`src/core/scd_defines.vh`:
```
// Purpose: Shared constants of the sinc decimation chain.
// Assumes: sys_clk is the master clock at 100 MHz.
// Notes: Definitions only.
`ifndef SCD_DEFINES_VH
`define SCD_DEFINES_VH

// ----------------------------------------------------------------
// Rates
// ----------------------------------------------------------------
`define SCD_SYS_CLK_MHZ 100
`define SCD_MOD_DIV 4
`define SCD_AZ_DIV 8

// ----------------------------------------------------------------
// Widths
// ----------------------------------------------------------------
`define SCD_ACC_W 32
`define SCD_SUM_W 35
`define SCD_CODE_W 24
`define SCD_WORD_W 32

// ----------------------------------------------------------------
// Codes and limits
// ----------------------------------------------------------------
`define SCD_AVG_ON_SEL 3'h4
`define SCD_POS_FULL 24'h7fffff
`define SCD_NEG_FULL 24'h800000
`define SCD_FMT_16 2'h0
`define SCD_FMT_24 2'h1
`define SCD_FMT_32Z 2'h2
`define SCD_FMT_32S 2'h3
`define SCD_SCALE_SH 21

`endif

```
`src/core/scd_cubic.v`:
```
// Purpose: Third-order sinc integrate-and-dump stage.
// Assumes: One sample per in_en pulse.
// Notes: Integrators wrap on purpose; the combs recover the true sum.
`default_nettype none
`include "scd_defines.vh"

module scd_cubic
(
	input wire sys_clk, // master clock
	input wire reset_n, // async reset, active low
	input wire clear, // synchronous restart
	input wire in_en, // one modulator sample this cycle
	input wire signed [2:0] in_val, // -2..+2
	input wire [3:0] ratio_log, // log2 of the decimation ratio
	output reg out_valid, // one-cycle pulse per output
	output reg signed [`SCD_ACC_W-1:0] out_val // comb output
);

	reg signed [`SCD_ACC_W-1:0] int1_q, int2_q, int3_q;
	reg signed [`SCD_ACC_W-1:0] dly1_q, dly2_q, dly3_q;
	reg [8:0] phase_q;
	wire [8:0] last_phase;
	wire signed [`SCD_ACC_W-1:0] in_ext, c1, c2, c3;
	wire signed [`SCD_ACC_W-1:0] n1, n2, n3;

	assign last_phase = 9'h1ff >> (4'h9 - ratio_log);
	assign in_ext = {{(`SCD_ACC_W-3){in_val[2]}}, in_val};
	assign n1 = int1_q + in_ext;
	assign n2 = int2_q + n1;
	assign n3 = int3_q + n2;
	assign c1 = n3 - dly1_q;
	assign c2 = c1 - dly2_q;
	assign c3 = c2 - dly3_q;

	// ------------------------------------------------------------
	// Integrators, decimator and combs
	// ------------------------------------------------------------
	always @(posedge sys_clk or negedge reset_n)
	begin
		if (!reset_n)
		begin
			int1_q <= 32'h0;
			int2_q <= 32'h0;
			int3_q <= 32'h0;
			dly1_q <= 32'h0;
			dly2_q <= 32'h0;
			dly3_q <= 32'h0;
			phase_q <= 9'h0;
			out_valid <= 1'b0;
			out_val <= 32'h0;
		end
		else if (clear)
		begin
			int1_q <= 32'h0;
			int2_q <= 32'h0;
			int3_q <= 32'h0;
			dly1_q <= 32'h0;
			dly2_q <= 32'h0;
			dly3_q <= 32'h0;
			phase_q <= 9'h0;
			out_valid <= 1'b0;
			out_val <= 32'h0;
		end
		else
		begin
			out_valid <= 1'b0;
			if (in_en)
			begin
				int1_q <= n1;
				int2_q <= n2;
				int3_q <= n3;
				if (phase_q == last_phase)
				begin
					phase_q <= 9'h0;
					dly1_q <= n3;
					dly2_q <= c1;
					dly3_q <= c2;
					out_val <= c3;
					out_valid <= 1'b1;
				end
				else
				begin
					phase_q <= phase_q + 9'h1;
				end
			end
		end
	end

endmodule
`default_nettype wire

```
`src/core/scd_decimator.v`:
```
// Purpose: One channel of sinc3 plus sinc1 decimation with output coding.
// Assumes: sys_clk is the master clock; modulator samples arrive as a
//   four-bit thermometer code, valid on each modulator sample tick.
// Notes: Changing oversample_select restarts the chain.
//
// Overview of operation
// - Third-order sinc by cubic ratio, then averaging of consecutive outputs.
// - Modulator output is sampled once per modulator sample clock period.
// - Averaging stage works only when total ratio exceeds 512.
// - Select codes map to ratios 32/1 up to 512/8.
// - Settling equals three cubic ratios plus (average ratio-1) cubic ratios.
// - Resolution is 17, 20, 23 or 24 bits by select code only.
// - Unused low bits are zero, result stays left justified.
// - Unsettled results are dropped after restart or ratio change; after hard reset at select 0 data-ready follows the first cubic output.
// - After settling, one data-ready per output rate period.
// - Input to output latency equals the settling time.
// - Result is 24-bit two's complement.
// - Result repacked into 16, 24 or 32 bit words by format setting.
// - Positive overrange clamps to 7fffff, then unused low bits read zero (7fff80 at 17 bits).
// - Negative overrange clamps to 800000.
// - DC code is input over reference times 2^23 times gain times 1.5.
// - With external select low, internal reference feeds all channels.
// - With external select high, reference pins form a differential input.
// - Reference buffer auto-zero runs synchronously to master clock.
// - Hard reset clears filters and buffers; result reads zero.
`default_nettype none
`include "scd_defines.vh"

module scd_decimator
(
	input wire sys_clk, // master clock, 100 MHz
	input wire reset_n, // async hard reset, active low
	input wire restart, // pulse, restarts conversion
	input wire [3:0] quant_thermo, // quantizer thermometer code
	input wire [2:0] oversample_select, // ratio select
	input wire [1:0] output_word_format, // word format select
	input wire ext_reference_select, // 1 = external reference
	output wire mod_sample_tick, // modulator sample pulse
	output reg data_ready, // one-cycle pulse per settled sample
	output reg [23:0] sample_data_q, // 24-bit result
	output reg [31:0] data_word_q, // repacked output word
	output wire [4:0] resolution_bits, // effective resolution
	output reg int_reference_en_q, // internal reference drives channels
	output reg ext_reference_in_q, // reference pins are an input
	output reg autozero_phase_q // reference buffer auto-zero phase
);

	// ------------------------------------------------------------
	// Functions
	// ------------------------------------------------------------
	function [3:0] cubic_log;
		input [2:0] sel;
		begin
			cubic_log = (sel > 3'h4) ? 4'h9 : (4'h5 + {1'b0, sel});
		end
	endfunction

	function [1:0] avg_log;
		input [2:0] sel;
		begin
			avg_log = (sel > `SCD_AVG_ON_SEL) ? (sel[1:0] - 2'h0) : 2'h0;
		end
	endfunction

	function [4:0] res_of;
		input [2:0] sel;
		begin
			case (sel)
				3'h0: res_of = 5'd17;
				3'h1: res_of = 5'd20;
				3'h2: res_of = 5'd23;
				default: res_of = 5'd24;
			endcase
		end
	endfunction

	function signed [2:0] thermo_val;
		input [3:0] t;
		begin
			thermo_val = $signed({1'b0, 2'b0}) + $signed({1'b0, t[0]})
				+ $signed({1'b0, t[1]}) + $signed({1'b0, t[2]})
				+ $signed({1'b0, t[3]}) - 3'sd2;
		end
	endfunction

	// ------------------------------------------------------------
	// Modulator sample divider and auto-zero divider
	// ------------------------------------------------------------
	localparam integer MOD_LAST = `SCD_MOD_DIV - 1;
	localparam integer AZ_LAST = `SCD_AZ_DIV - 1;
	reg [7:0] mod_cnt_q;
	reg [7:0] az_cnt_q;
	assign mod_sample_tick = (mod_cnt_q == MOD_LAST[7:0]);

	always @(posedge sys_clk or negedge reset_n)
	begin
		if (!reset_n)
		begin
			mod_cnt_q <= 8'h0;
			az_cnt_q <= 8'h0;
			autozero_phase_q <= 1'b0;
			int_reference_en_q <= 1'b1;
			ext_reference_in_q <= 1'b0;
		end
		else
		begin
			mod_cnt_q <= mod_sample_tick ? 8'h0 : mod_cnt_q + 8'h1;
			// The buffer chops on the master clock so its ripple stays
			// correlated with the modulator and folds out of band.
			if (az_cnt_q == AZ_LAST[7:0])
			begin
				az_cnt_q <= 8'h0;
				autozero_phase_q <= ~autozero_phase_q;
			end
			else
			begin
				az_cnt_q <= az_cnt_q + 8'h1;
			end
			int_reference_en_q <= ~ext_reference_select;
			ext_reference_in_q <= ext_reference_select;
		end
	end

	// ------------------------------------------------------------
	// Restart on request or ratio change
	// ------------------------------------------------------------
	reg [2:0] sel_q;
	wire chain_clear;
	wire [3:0] r_log;
	wire [1:0] a_log;
	wire [3:0] a_ratio;
	assign chain_clear = restart | (sel_q != oversample_select);
	assign r_log = cubic_log(oversample_select);
	assign a_log = avg_log(oversample_select);
	assign a_ratio = 4'h1 << a_log;
	assign resolution_bits = res_of(oversample_select);

	always @(posedge sys_clk or negedge reset_n)
	begin
		if (!reset_n)
		begin
			sel_q <= 3'h0;
		end
		else
		begin
			sel_q <= oversample_select;
		end
	end

	// ------------------------------------------------------------
	// Third-order stage
	// ------------------------------------------------------------
	wire cub_valid;
	wire signed [`SCD_ACC_W-1:0] cub_val;

	scd_cubic u_cubic
	(
		.sys_clk(sys_clk),
		.reset_n(reset_n),
		.clear(chain_clear),
		.in_en(mod_sample_tick),
		.in_val(thermo_val(quant_thermo)),
		.ratio_log(r_log),
		.out_valid(cub_valid),
		.out_val(cub_val)
	);

	// ------------------------------------------------------------
	// Averaging stage and settling gate
	// ------------------------------------------------------------
	reg signed [`SCD_ACC_W-1:0] hist_q [0:7];
	reg [2:0] ptr_q;
	reg signed [`SCD_SUM_W-1:0] sum_q;
	reg [3:0] wait_q;
	reg fin_valid_q;
	wire signed [`SCD_SUM_W-1:0] sum_d;
	wire [2:0] old_idx;
	integer i;
	assign old_idx = ptr_q - a_ratio[2:0];
	assign sum_d = sum_q + {{3{cub_val[31]}}, cub_val}
		- {{3{hist_q[old_idx][31]}}, hist_q[old_idx]};

	always @(posedge sys_clk or negedge reset_n)
	begin
		if (!reset_n)
		begin
			for (i = 0; i < 8; i = i + 1)
				hist_q[i] <= 32'h0;
			ptr_q <= 3'h0;
			sum_q <= 35'h0;
			wait_q <= 4'h0;
			fin_valid_q <= 1'b0;
		end
		else if (chain_clear)
		begin
			for (i = 0; i < 8; i = i + 1)
				hist_q[i] <= 32'h0;
			ptr_q <= 3'h0;
			sum_q <= 35'h0;
			// The (A+2)th cubic output lands at 3R+(A-1)R samples.
			wait_q <= a_ratio + 4'h1;
			fin_valid_q <= 1'b0;
		end
		else
		begin
			fin_valid_q <= 1'b0;
			if (cub_valid)
			begin
				hist_q[ptr_q] <= cub_val;
				ptr_q <= ptr_q + 3'h1;
				sum_q <= sum_d;
				if (wait_q == 4'h0)
				begin
					wait_q <= a_ratio - 4'h1;
					fin_valid_q <= 1'b1;
				end
				else
				begin
					wait_q <= wait_q - 4'h1;
				end
			end
		end
	end

	// ------------------------------------------------------------
	// Scaling, clamping and justification
	// ------------------------------------------------------------
	// Full scale of the modulator is +-2 per sample; the 1.5 transfer
	// gain means codes beyond 1/1.5 of that saturate.
	wire signed [`SCD_SUM_W-1:0] avg_val;
	wire signed [55:0] scaled;
	wire signed [55:0] tripled;
	reg [23:0] clamped;
	wire [23:0] res_mask;
	wire [23:0] coded;
	assign avg_val = sum_q >>> a_log;
	assign tripled = {{21{avg_val[34]}}, avg_val} * 56'sd3;
	assign scaled = (tripled <<< `SCD_SCALE_SH) >>> ({2'b0, r_log} * 6'd3);
	assign res_mask = 24'hffffff << (5'd24 - resolution_bits);
	assign coded = clamped & res_mask;

	always @*
	begin
		if (scaled > 56'sh7fffff)
			clamped = `SCD_POS_FULL;
		else if (scaled < -56'sh800000)
			clamped = `SCD_NEG_FULL;
		else
			clamped = scaled[23:0];
	end

	// ------------------------------------------------------------
	// Output buffer and word packing
	// ------------------------------------------------------------
	reg [31:0] packed_w;

	always @*
	begin
		case (output_word_format)
			`SCD_FMT_16: packed_w = {16'h0, coded[23:8]};
			`SCD_FMT_24: packed_w = {8'h0, coded};
			`SCD_FMT_32Z: packed_w = {coded, 8'h0};
			default: packed_w = {{8{coded[23]}}, coded};
		endcase
	end

	always @(posedge sys_clk or negedge reset_n)
	begin
		if (!reset_n)
		begin
			sample_data_q <= 24'h0;
			data_word_q <= 32'h0;
			data_ready <= 1'b0;
		end
		else if (chain_clear)
		begin
			data_ready <= 1'b0;
		end
		else
		begin
			data_ready <= fin_valid_q;
			if (fin_valid_q)
			begin
				sample_data_q <= coded;
				data_word_q <= packed_w;
			end
		end
	end

endmodule
`default_nettype wire

```
`config.mk`:
```
export PLATFORM = sky130hd
export DESIGN_NAME = scd_decimator
export DESIGN_NICKNAME = d
export VERILOG_FILES = /design/src/core/scd_cubic.v /design/src/core/scd_decimator.v
export VERILOG_INCLUDE_DIRS = /design/src /design/src/core
export SDC_FILE = /design/constraint.sdc
export NUM_CORES = 2
export LEC_CHECK = 0
export BUFFER_PORTS_ARGS = -buffer_cell sky130_fd_sc_hd__buf_4
export CAP_MARGIN = 20
export CORE_ASPECT_RATIO = 2
export CORE_MARGIN = 1.5
export CORE_UTILIZATION = 60
export CTS_CLUSTER_SIZE = 12
export DETAILED_ROUTE_END_ITERATION = 12
export GPL_TIMING_DRIVEN = 0
export PLACE_DENSITY = 0.82
export SETUP_SLACK_MARGIN = 0.2
export SYNTH_ARGS = -nofsm -noshare
export SYNTH_HDL_FRONTEND = slang
export SYNTH_SLANG_ARGS = --single-unit
```
`constraint.sdc`:
```
create_clock -name sys_clk -period 31.2 [get_ports sys_clk]
set_input_delay 1.56 -clock sys_clk [delete_from_list [all_inputs] [get_ports sys_clk]]
set_output_delay 1.56 -clock sys_clk [all_outputs]
set_load 0.01 [all_outputs]
```
==> results of run 1 <==
-- kinds of logic after synthesis --
kind of cell / count (synthesis) / synth area share [%]
flip-flops: 612 / 33.0
AND/OR/NAND/NOR: 2116 / 19.8
other: 1 / 0.00807
AO/OA/AOI/OAI: 1545 / 20.6
XOR/XNOR: 256 / 4.85
multiplexers: 203 / 6.61
adder cells (fa/ha/maj): 332 / 9.63
buffers and inverters: 680 / 5.58
-- per-stage QoR --
step | setup WS, ps | hold slack (ps) | instance area (um^2) | std cells
floorplan | 18690 | 425 | 46500 | 5745
global placement | 15800 | 445 | 48300 | 6842
detailed placement | 15550 | 460 | 48500 | 6854
CTS | 16160 | 468 | 50300 | 6948
-- per-layer routing --
metal,GRT overflow,track usage [%]
met5,0,1.66
met4,1,60.1
met2,0,83.7
met1,0,43.9
met3,0,24.8
==> results, run 1 <==
- The first error in the log reads "[ERROR GRT-0116] Global routing finished with congestion. Check the congestion regions in the DRC Viewer".
- After synthesis, the most frequently instantiated cells are sky130_fd_sc_hd__nand2_1 (1,155), sky130_fd_sc_hd__a21oi_1 (720), sky130_fd_sc_hd__dfrtp_1 (611), sky130_fd_sc_hd__nor2_1 (391), sky130_fd_sc_hd__inv_1 (322).
- The mean instance size in the synthesized netlist is 8.09 um^2.
- The H-tree was split into 2 levels.
- The total overflow left after global routing is 1.
- The floorplan has 144 rows.
- Synthesis produced a netlist whose cell count is 5,745.
- The die width is 200 um.
- The global-route wire length before repair is 302 mm.
- The post-DP HPWL is 143 mm.
- The post-CTS resize count is 0.
- In the global route stage, overall resource usage came out at 52.5%.
- In this run, synthesis inferred 0 flip-flops with an integrated enable.
- The share of the Yosys chip area taken by registers is 33.0%.
- The count of input and output buffers is 75.
- For this configuration, the core starts out at a cell density of 60.4%.
- The flow did not finish.
- The number of buffers inserted during clock tree synthesis is 59.
- The async set-reset flop share out of synthesis is 100%.
- The stage where the run ended is 5_1_grt.
- The most used flip-flop cell after synthesis is sky130_fd_sc_hd__dfrtp_1.
- The biggest area contributor in the post-synthesis netlist is sky130_fd_sc_hd__dfrtp_1.
- The number of nets in the synthesized netlist is 6,089.
- The deepest clock path buffer count is 3.
- Entering global routing, the biggest net connects 127 pins.
- The count of warnings emitted by yosys is 0.
- The I/O pin total is 79.
- Ranked by total cell area, the synthesized netlist is headed by sky130_fd_sc_hd__dfrtp_1 (33%), sky130_fd_sc_hd__nand2_1 (9.3%), sky130_fd_sc_hd__a21oi_1 (7.8%).
- The count of hold buffers inserted by post-cts repair is 0.
- At the end of routability-driven placement, the weighted congestion stood at 1.05.
- The number of global-route vias before repair is 49,847.
- For this design, the sink count on the clock tree is 612.
- The area share of the largest cell type after synthesis is 32.9%.
- The most frequent cell after synthesis is sky130_fd_sc_hd__nand2_1.
- The tree is rooted in a sky130_fd_sc_hd__clkbuf_16.
- The chip height is 397 um.
- The number of unique standard cell types used by synthesis is 110.
- The post-synthesis cell area is 46,500 um^2.
- The total setup buffers inserted after CTS is 0.
- The synthesized design contains 612 register bits.
==> run 2, diff against run 1 <==
--- a/config.mk
+++ b/config.mk
@@ -8,14 +8,11 @@
 export LEC_CHECK = 0
 export BUFFER_PORTS_ARGS = -buffer_cell sky130_fd_sc_hd__buf_4
 export CAP_MARGIN = 20
-export CORE_ASPECT_RATIO = 2
 export CORE_MARGIN = 1.5
-export CORE_UTILIZATION = 60
-export CTS_CLUSTER_SIZE = 12
+export CORE_UTILIZATION = 40
 export DETAILED_ROUTE_END_ITERATION = 12
 export GPL_TIMING_DRIVEN = 0
-export PLACE_DENSITY = 0.82
-export SETUP_SLACK_MARGIN = 0.2
+export PLACE_DENSITY_LB_ADDON = 0.15
 export SYNTH_ARGS = -nofsm -noshare
 export SYNTH_HDL_FRONTEND = slang
 export SYNTH_SLANG_ARGS = --single-unit
==> run 2 against run 1 <==
Against the previous run: the run now ends clean; synthesized cell count stayed put; synthesized area stayed put.
==> results, run 2 <==
- The H-tree depth is 3 (+1).
- The cell family contributing the most delay on the critical path is compound AO/OA/AOI/OAI gates.
- The clock skew after layout is 30.0 ps.
- The number of buffers inserted during clock tree synthesis is 76 (+29%).
- The cell seen most often among critical-path stages is sky130_fd_sc_hd__ha_1.
- Of all cell types, the one taking the most synthesized area is sky130_fd_sc_hd__dfrtp_1.
- Cells with a size suffix above 1 make up 6.85% of the layout.
- The starting density of the core is 40.5% (-20 points).
- The master of the slowest instance on the critical path is sky130_fd_sc_hd__a2111oi_0.
- The worst setup path is captured at a flip-flop.
- The clock latency of the later-clocked register in the worst-skew pair is 650 ps.
- The area share of the largest cell type after synthesis was 32.9% (unchanged).
- The category of the worst setup path launch point is an input pin.
- The power share of the sequential group is 32.0%.
- In the layout the commonest cells are sky130_fd_sc_hd__nand2_1 (1,155), sky130_fd_sc_hd__a21oi_1 (720), sky130_fd_sc_hd__dfrtp_1 (611), sky130_fd_sc_hd__nor2_1 (391).
- Setup repair after global routing left no endpoint under its margin.
- The count of input and output buffers is 75 (unchanged).
- The highest achievable clock rate is 66.6 MHz.
- The run finished with clean final reports.
- The final critical delay including setup and external delays is 15,010 ps.
- The leakage component of the power is 21.4 nW.
- The clock tree root driver cell is sky130_fd_sc_hd__clkbuf_16.
- The final number of setup-violating endpoints is 0.
- The floorplan row count is 124 (-14%).
- The die covers 118,000 um^2.
- The count of hold buffers inserted by post-cts repair is 0 (unchanged).
- The clock sink count is 612 (unchanged).
- The I/O pin total is 79 (unchanged).
- The count of flip-flops with a built-in enable after synthesis is 0 (unchanged).
- The mean instance size in the synthesized netlist came to 8.09 um^2 (unchanged).
- The tool flagged a number of max-cap violations equal to 0.
- Final hold analysis gives a worst-case slack of 450 ps.
- The count of warnings emitted by yosys is 0 (unchanged).
- Dividing the detail-routed via count by the number of cells gives 5.74.
- The routed layout has 42,950 vias.
- The final number of max-transition violations is 0.
- The total area inside the core boundary comes to 115,000 um^2.
- The overall global routing resource usage is 26.5%.
- The post-synthesis cell area came to 46,500 um^2 (unchanged).
- The data arrival at the endpoint of the critical path is 15,530 ps.
- The delay of the slowest cell on the worst path is 660 ps.
- The share of synthesized area occupied by flip-flops and latches is 33.0% (unchanged).
- Leaving out fill and tap cells, the most frequent cell in the layout is sky130_fd_sc_hd__nand2_1.
- The power share of the combinational group is 30.4%.
- The worst-case IR drop observed on VDD is 45.6 uV.
- The global-route wire length before repair is 245 mm.
- The first detailed-routing pass ran for 6 iterations.
- The CTS tree is built.
- Of all nets on the critical path, the largest fanout is 10.
- The number of flip-flops in the largest register is 256.
- Sorting the synthesized cells by how often they occur yields sky130_fd_sc_hd__nand2_1 (1,155), sky130_fd_sc_hd__a21oi_1 (720), sky130_fd_sc_hd__dfrtp_1 (611), sky130_fd_sc_hd__nor2_1 (391), sky130_fd_sc_hd__inv_1 (322).
- The number of design rule violations left after detail routing is 0.
- The total global routing overflow is 0.
- For the pin with the worst max-slew slack, the measured transition is 1140 ps.
- The average wire length per cell after detail routing is 21.1 um.
- The total setup buffers inserted after CTS came to 0 (unchanged).
- The signed area change from the synthesized netlist to the final layout is 11.5%.
- The post-CTS resize count is 0 (unchanged).
- The number of nets in the synthesized netlist is 6,089 (unchanged).
- The final estimated routing congestion in global placement is 0.968 (-8.1%).
- More flip-flops sit in one register than any other, and that register is hist_q.
- The initial antenna violation count is 7.
- The number of unique standard cell types used by synthesis is 110 (unchanged).
- The gate count of the mapped netlist was 5,745 (unchanged).
- The post-detailed-route count of antenna-violating nets is 0.
- The most used flip-flop cell after synthesis is sky130_fd_sc_hd__dfrtp_1.
- The most frequent cell after synthesis is sky130_fd_sc_hd__nand2_1.
- The number of global-route vias before repair was 40,891.
- The sequential standard cell area is 15,300 um^2.
- At the end of the flow, the number of nets in the layout was 6,257.
- The deepest clock path buffer count came to 3 (unchanged).
- For this design the ratio of total power to cell area is 47.9 nW/um^2.
- The area of the multi-input gates is 28,600 um^2.
- The number of filler cells placed in the layout is 11,550.
- The normalized max-slew margin is 23.9%.
- The switching share of power is 34.0%.
- Summed over all failing endpoints, the final setup total negative slack is 0 ps.
- The total length of routed wires is 158 mm.
- The async set-reset flop share out of synthesis is 100% (unchanged).
- The chip height is 344 um (-13%).
- After the first detailed-routing iteration, the DRC count stood at 3,889.
- The total internal power is 1.64 mW.
- In this run the power spent charging and discharging nets is 0.846 mW.
- After layout, the worst path uses 48.1% of the clock period.
- The placed instance area was 49,200 um^2 (+1.4%).
- The setup path with the least slack is of type input pin to flip-flop.
- The post-CTS clock slew at the launch and capture registers of the worst setup and hold paths is 60 ps.
- The largest registers in the layout are hist_q: 256 flops, sum_q: 35 flops.
- The post-DP HPWL was 120 mm (-17%).
- The final count of hold timing violations is 0.
- Of the total power, the clock network draws 37.6%.
- STA puts the critical path data required time at 31,720 ps.
- In this run the worst hold path is classified as flip-flop to flip-flop.
- The critical path contains buffers and inverters numbering 9 combined.
- The area of all placed cells without fillers is 51,800 um^2.
- Entering global routing, the biggest net connects 116 pins.
- Yosys attributes the largest share of cell area to sky130_fd_sc_hd__dfrtp_1 (33%), sky130_fd_sc_hd__nand2_1 (9.3%), sky130_fd_sc_hd__a21oi_1 (7.8%).
- The flop and latch count out of synthesis was 612 (unchanged).
- The die width is 344 um (+72%).
==> run 2: area by class of cell <==
class,instances,share of cell area [%]
multi-input cells,4453,55.1
flip-flops and latches,612,29.5
clock buffers,109,4.24
well taps,1512,3.65
plain buffers,354,2.65
inverters,326,2.36
repair buffers,90,1.61
clock inverters,28,0.809
diodes,4,0.0193
==> run 2: path summary, 6_finish.rpt <==
check / startpoint / end / slack, ps / cells past startpoint
max: quant_thermo[0] / u_cubic.out_val[31]$_DFFE_PN0P_ / 16190 / 58
min: az_cnt_q[0]$_DFF_PN0_ / az_cnt_q[0]$_DFF_PN0_ / 450 / 1
max reg2reg: u_cubic.int1_q[0]$_DFFE_PN0P_ / u_cubic.out_val[31]$_DFFE_PN0P_ / 19090 / 52
min reg2reg: az_cnt_q[0]$_DFF_PN0_ / az_cnt_q[0]$_DFF_PN0_ / 450 / 1
max in group asynchronous: reset_n / data_word_q[20]$_DFFE_PN0P_ / 28630 / 3
min in group asynchronous: reset_n / ext_reference_in_q$_DFF_PN0_ / 890 / 1
==> run 2: metrics by stage <==
stage	total power [mW]	std cells	setup slack [ps]	utilization, %
CTS	2.50	7482	16450	45.1
finish	2.48	7488	16190	45.2
global route	2.62	7488	15090	45.2
global placement	1.55	7332	15900	42.6
floorplan	1.35	5745	18690	-
detailed placement	1.56	7345	15870	42.8
==> run 2: cell families after synthesis <==
group	after synthesis	share of synthesized area, %
xor+xnor	256	4.85
fa+ha+maj	332	9.63
simple gates	2116	19.8
compound gates	1545	20.6
mux	203	6.61
buf+inv	680	5.58
flops	612	33.0
other cells	1	0.00807
==> run 2: power groups by stage <==
| stage | Combinational (mW) | Clock [mW] | Sequential, mW |
|---|---|---|---|
| final | 0.756 | 0.933 | 0.796 |
| after global routing | 0.835 | 0.985 | 0.795 |
| after CTS | 0.751 | 0.956 | 0.796 |
| after detailed placement | 0.747 | 0 | 0.810 |
| after global placement | 0.744 | 0 | 0.810 |
| after floorplan | 0.542 | 0 | 0.810 |
==> run 2: per-layer routing <==
metal  vias up  wire length, um  global-route usage [%]
met5         -                0                       0
met4         0             4120                    7.71
met3       236             9600                    3.51
met2      1334            71100                    41.9
met1     20897            72800                    37.8
li1      20483                -                       -
Note: power is estimated with default switching activity, not from simulation.
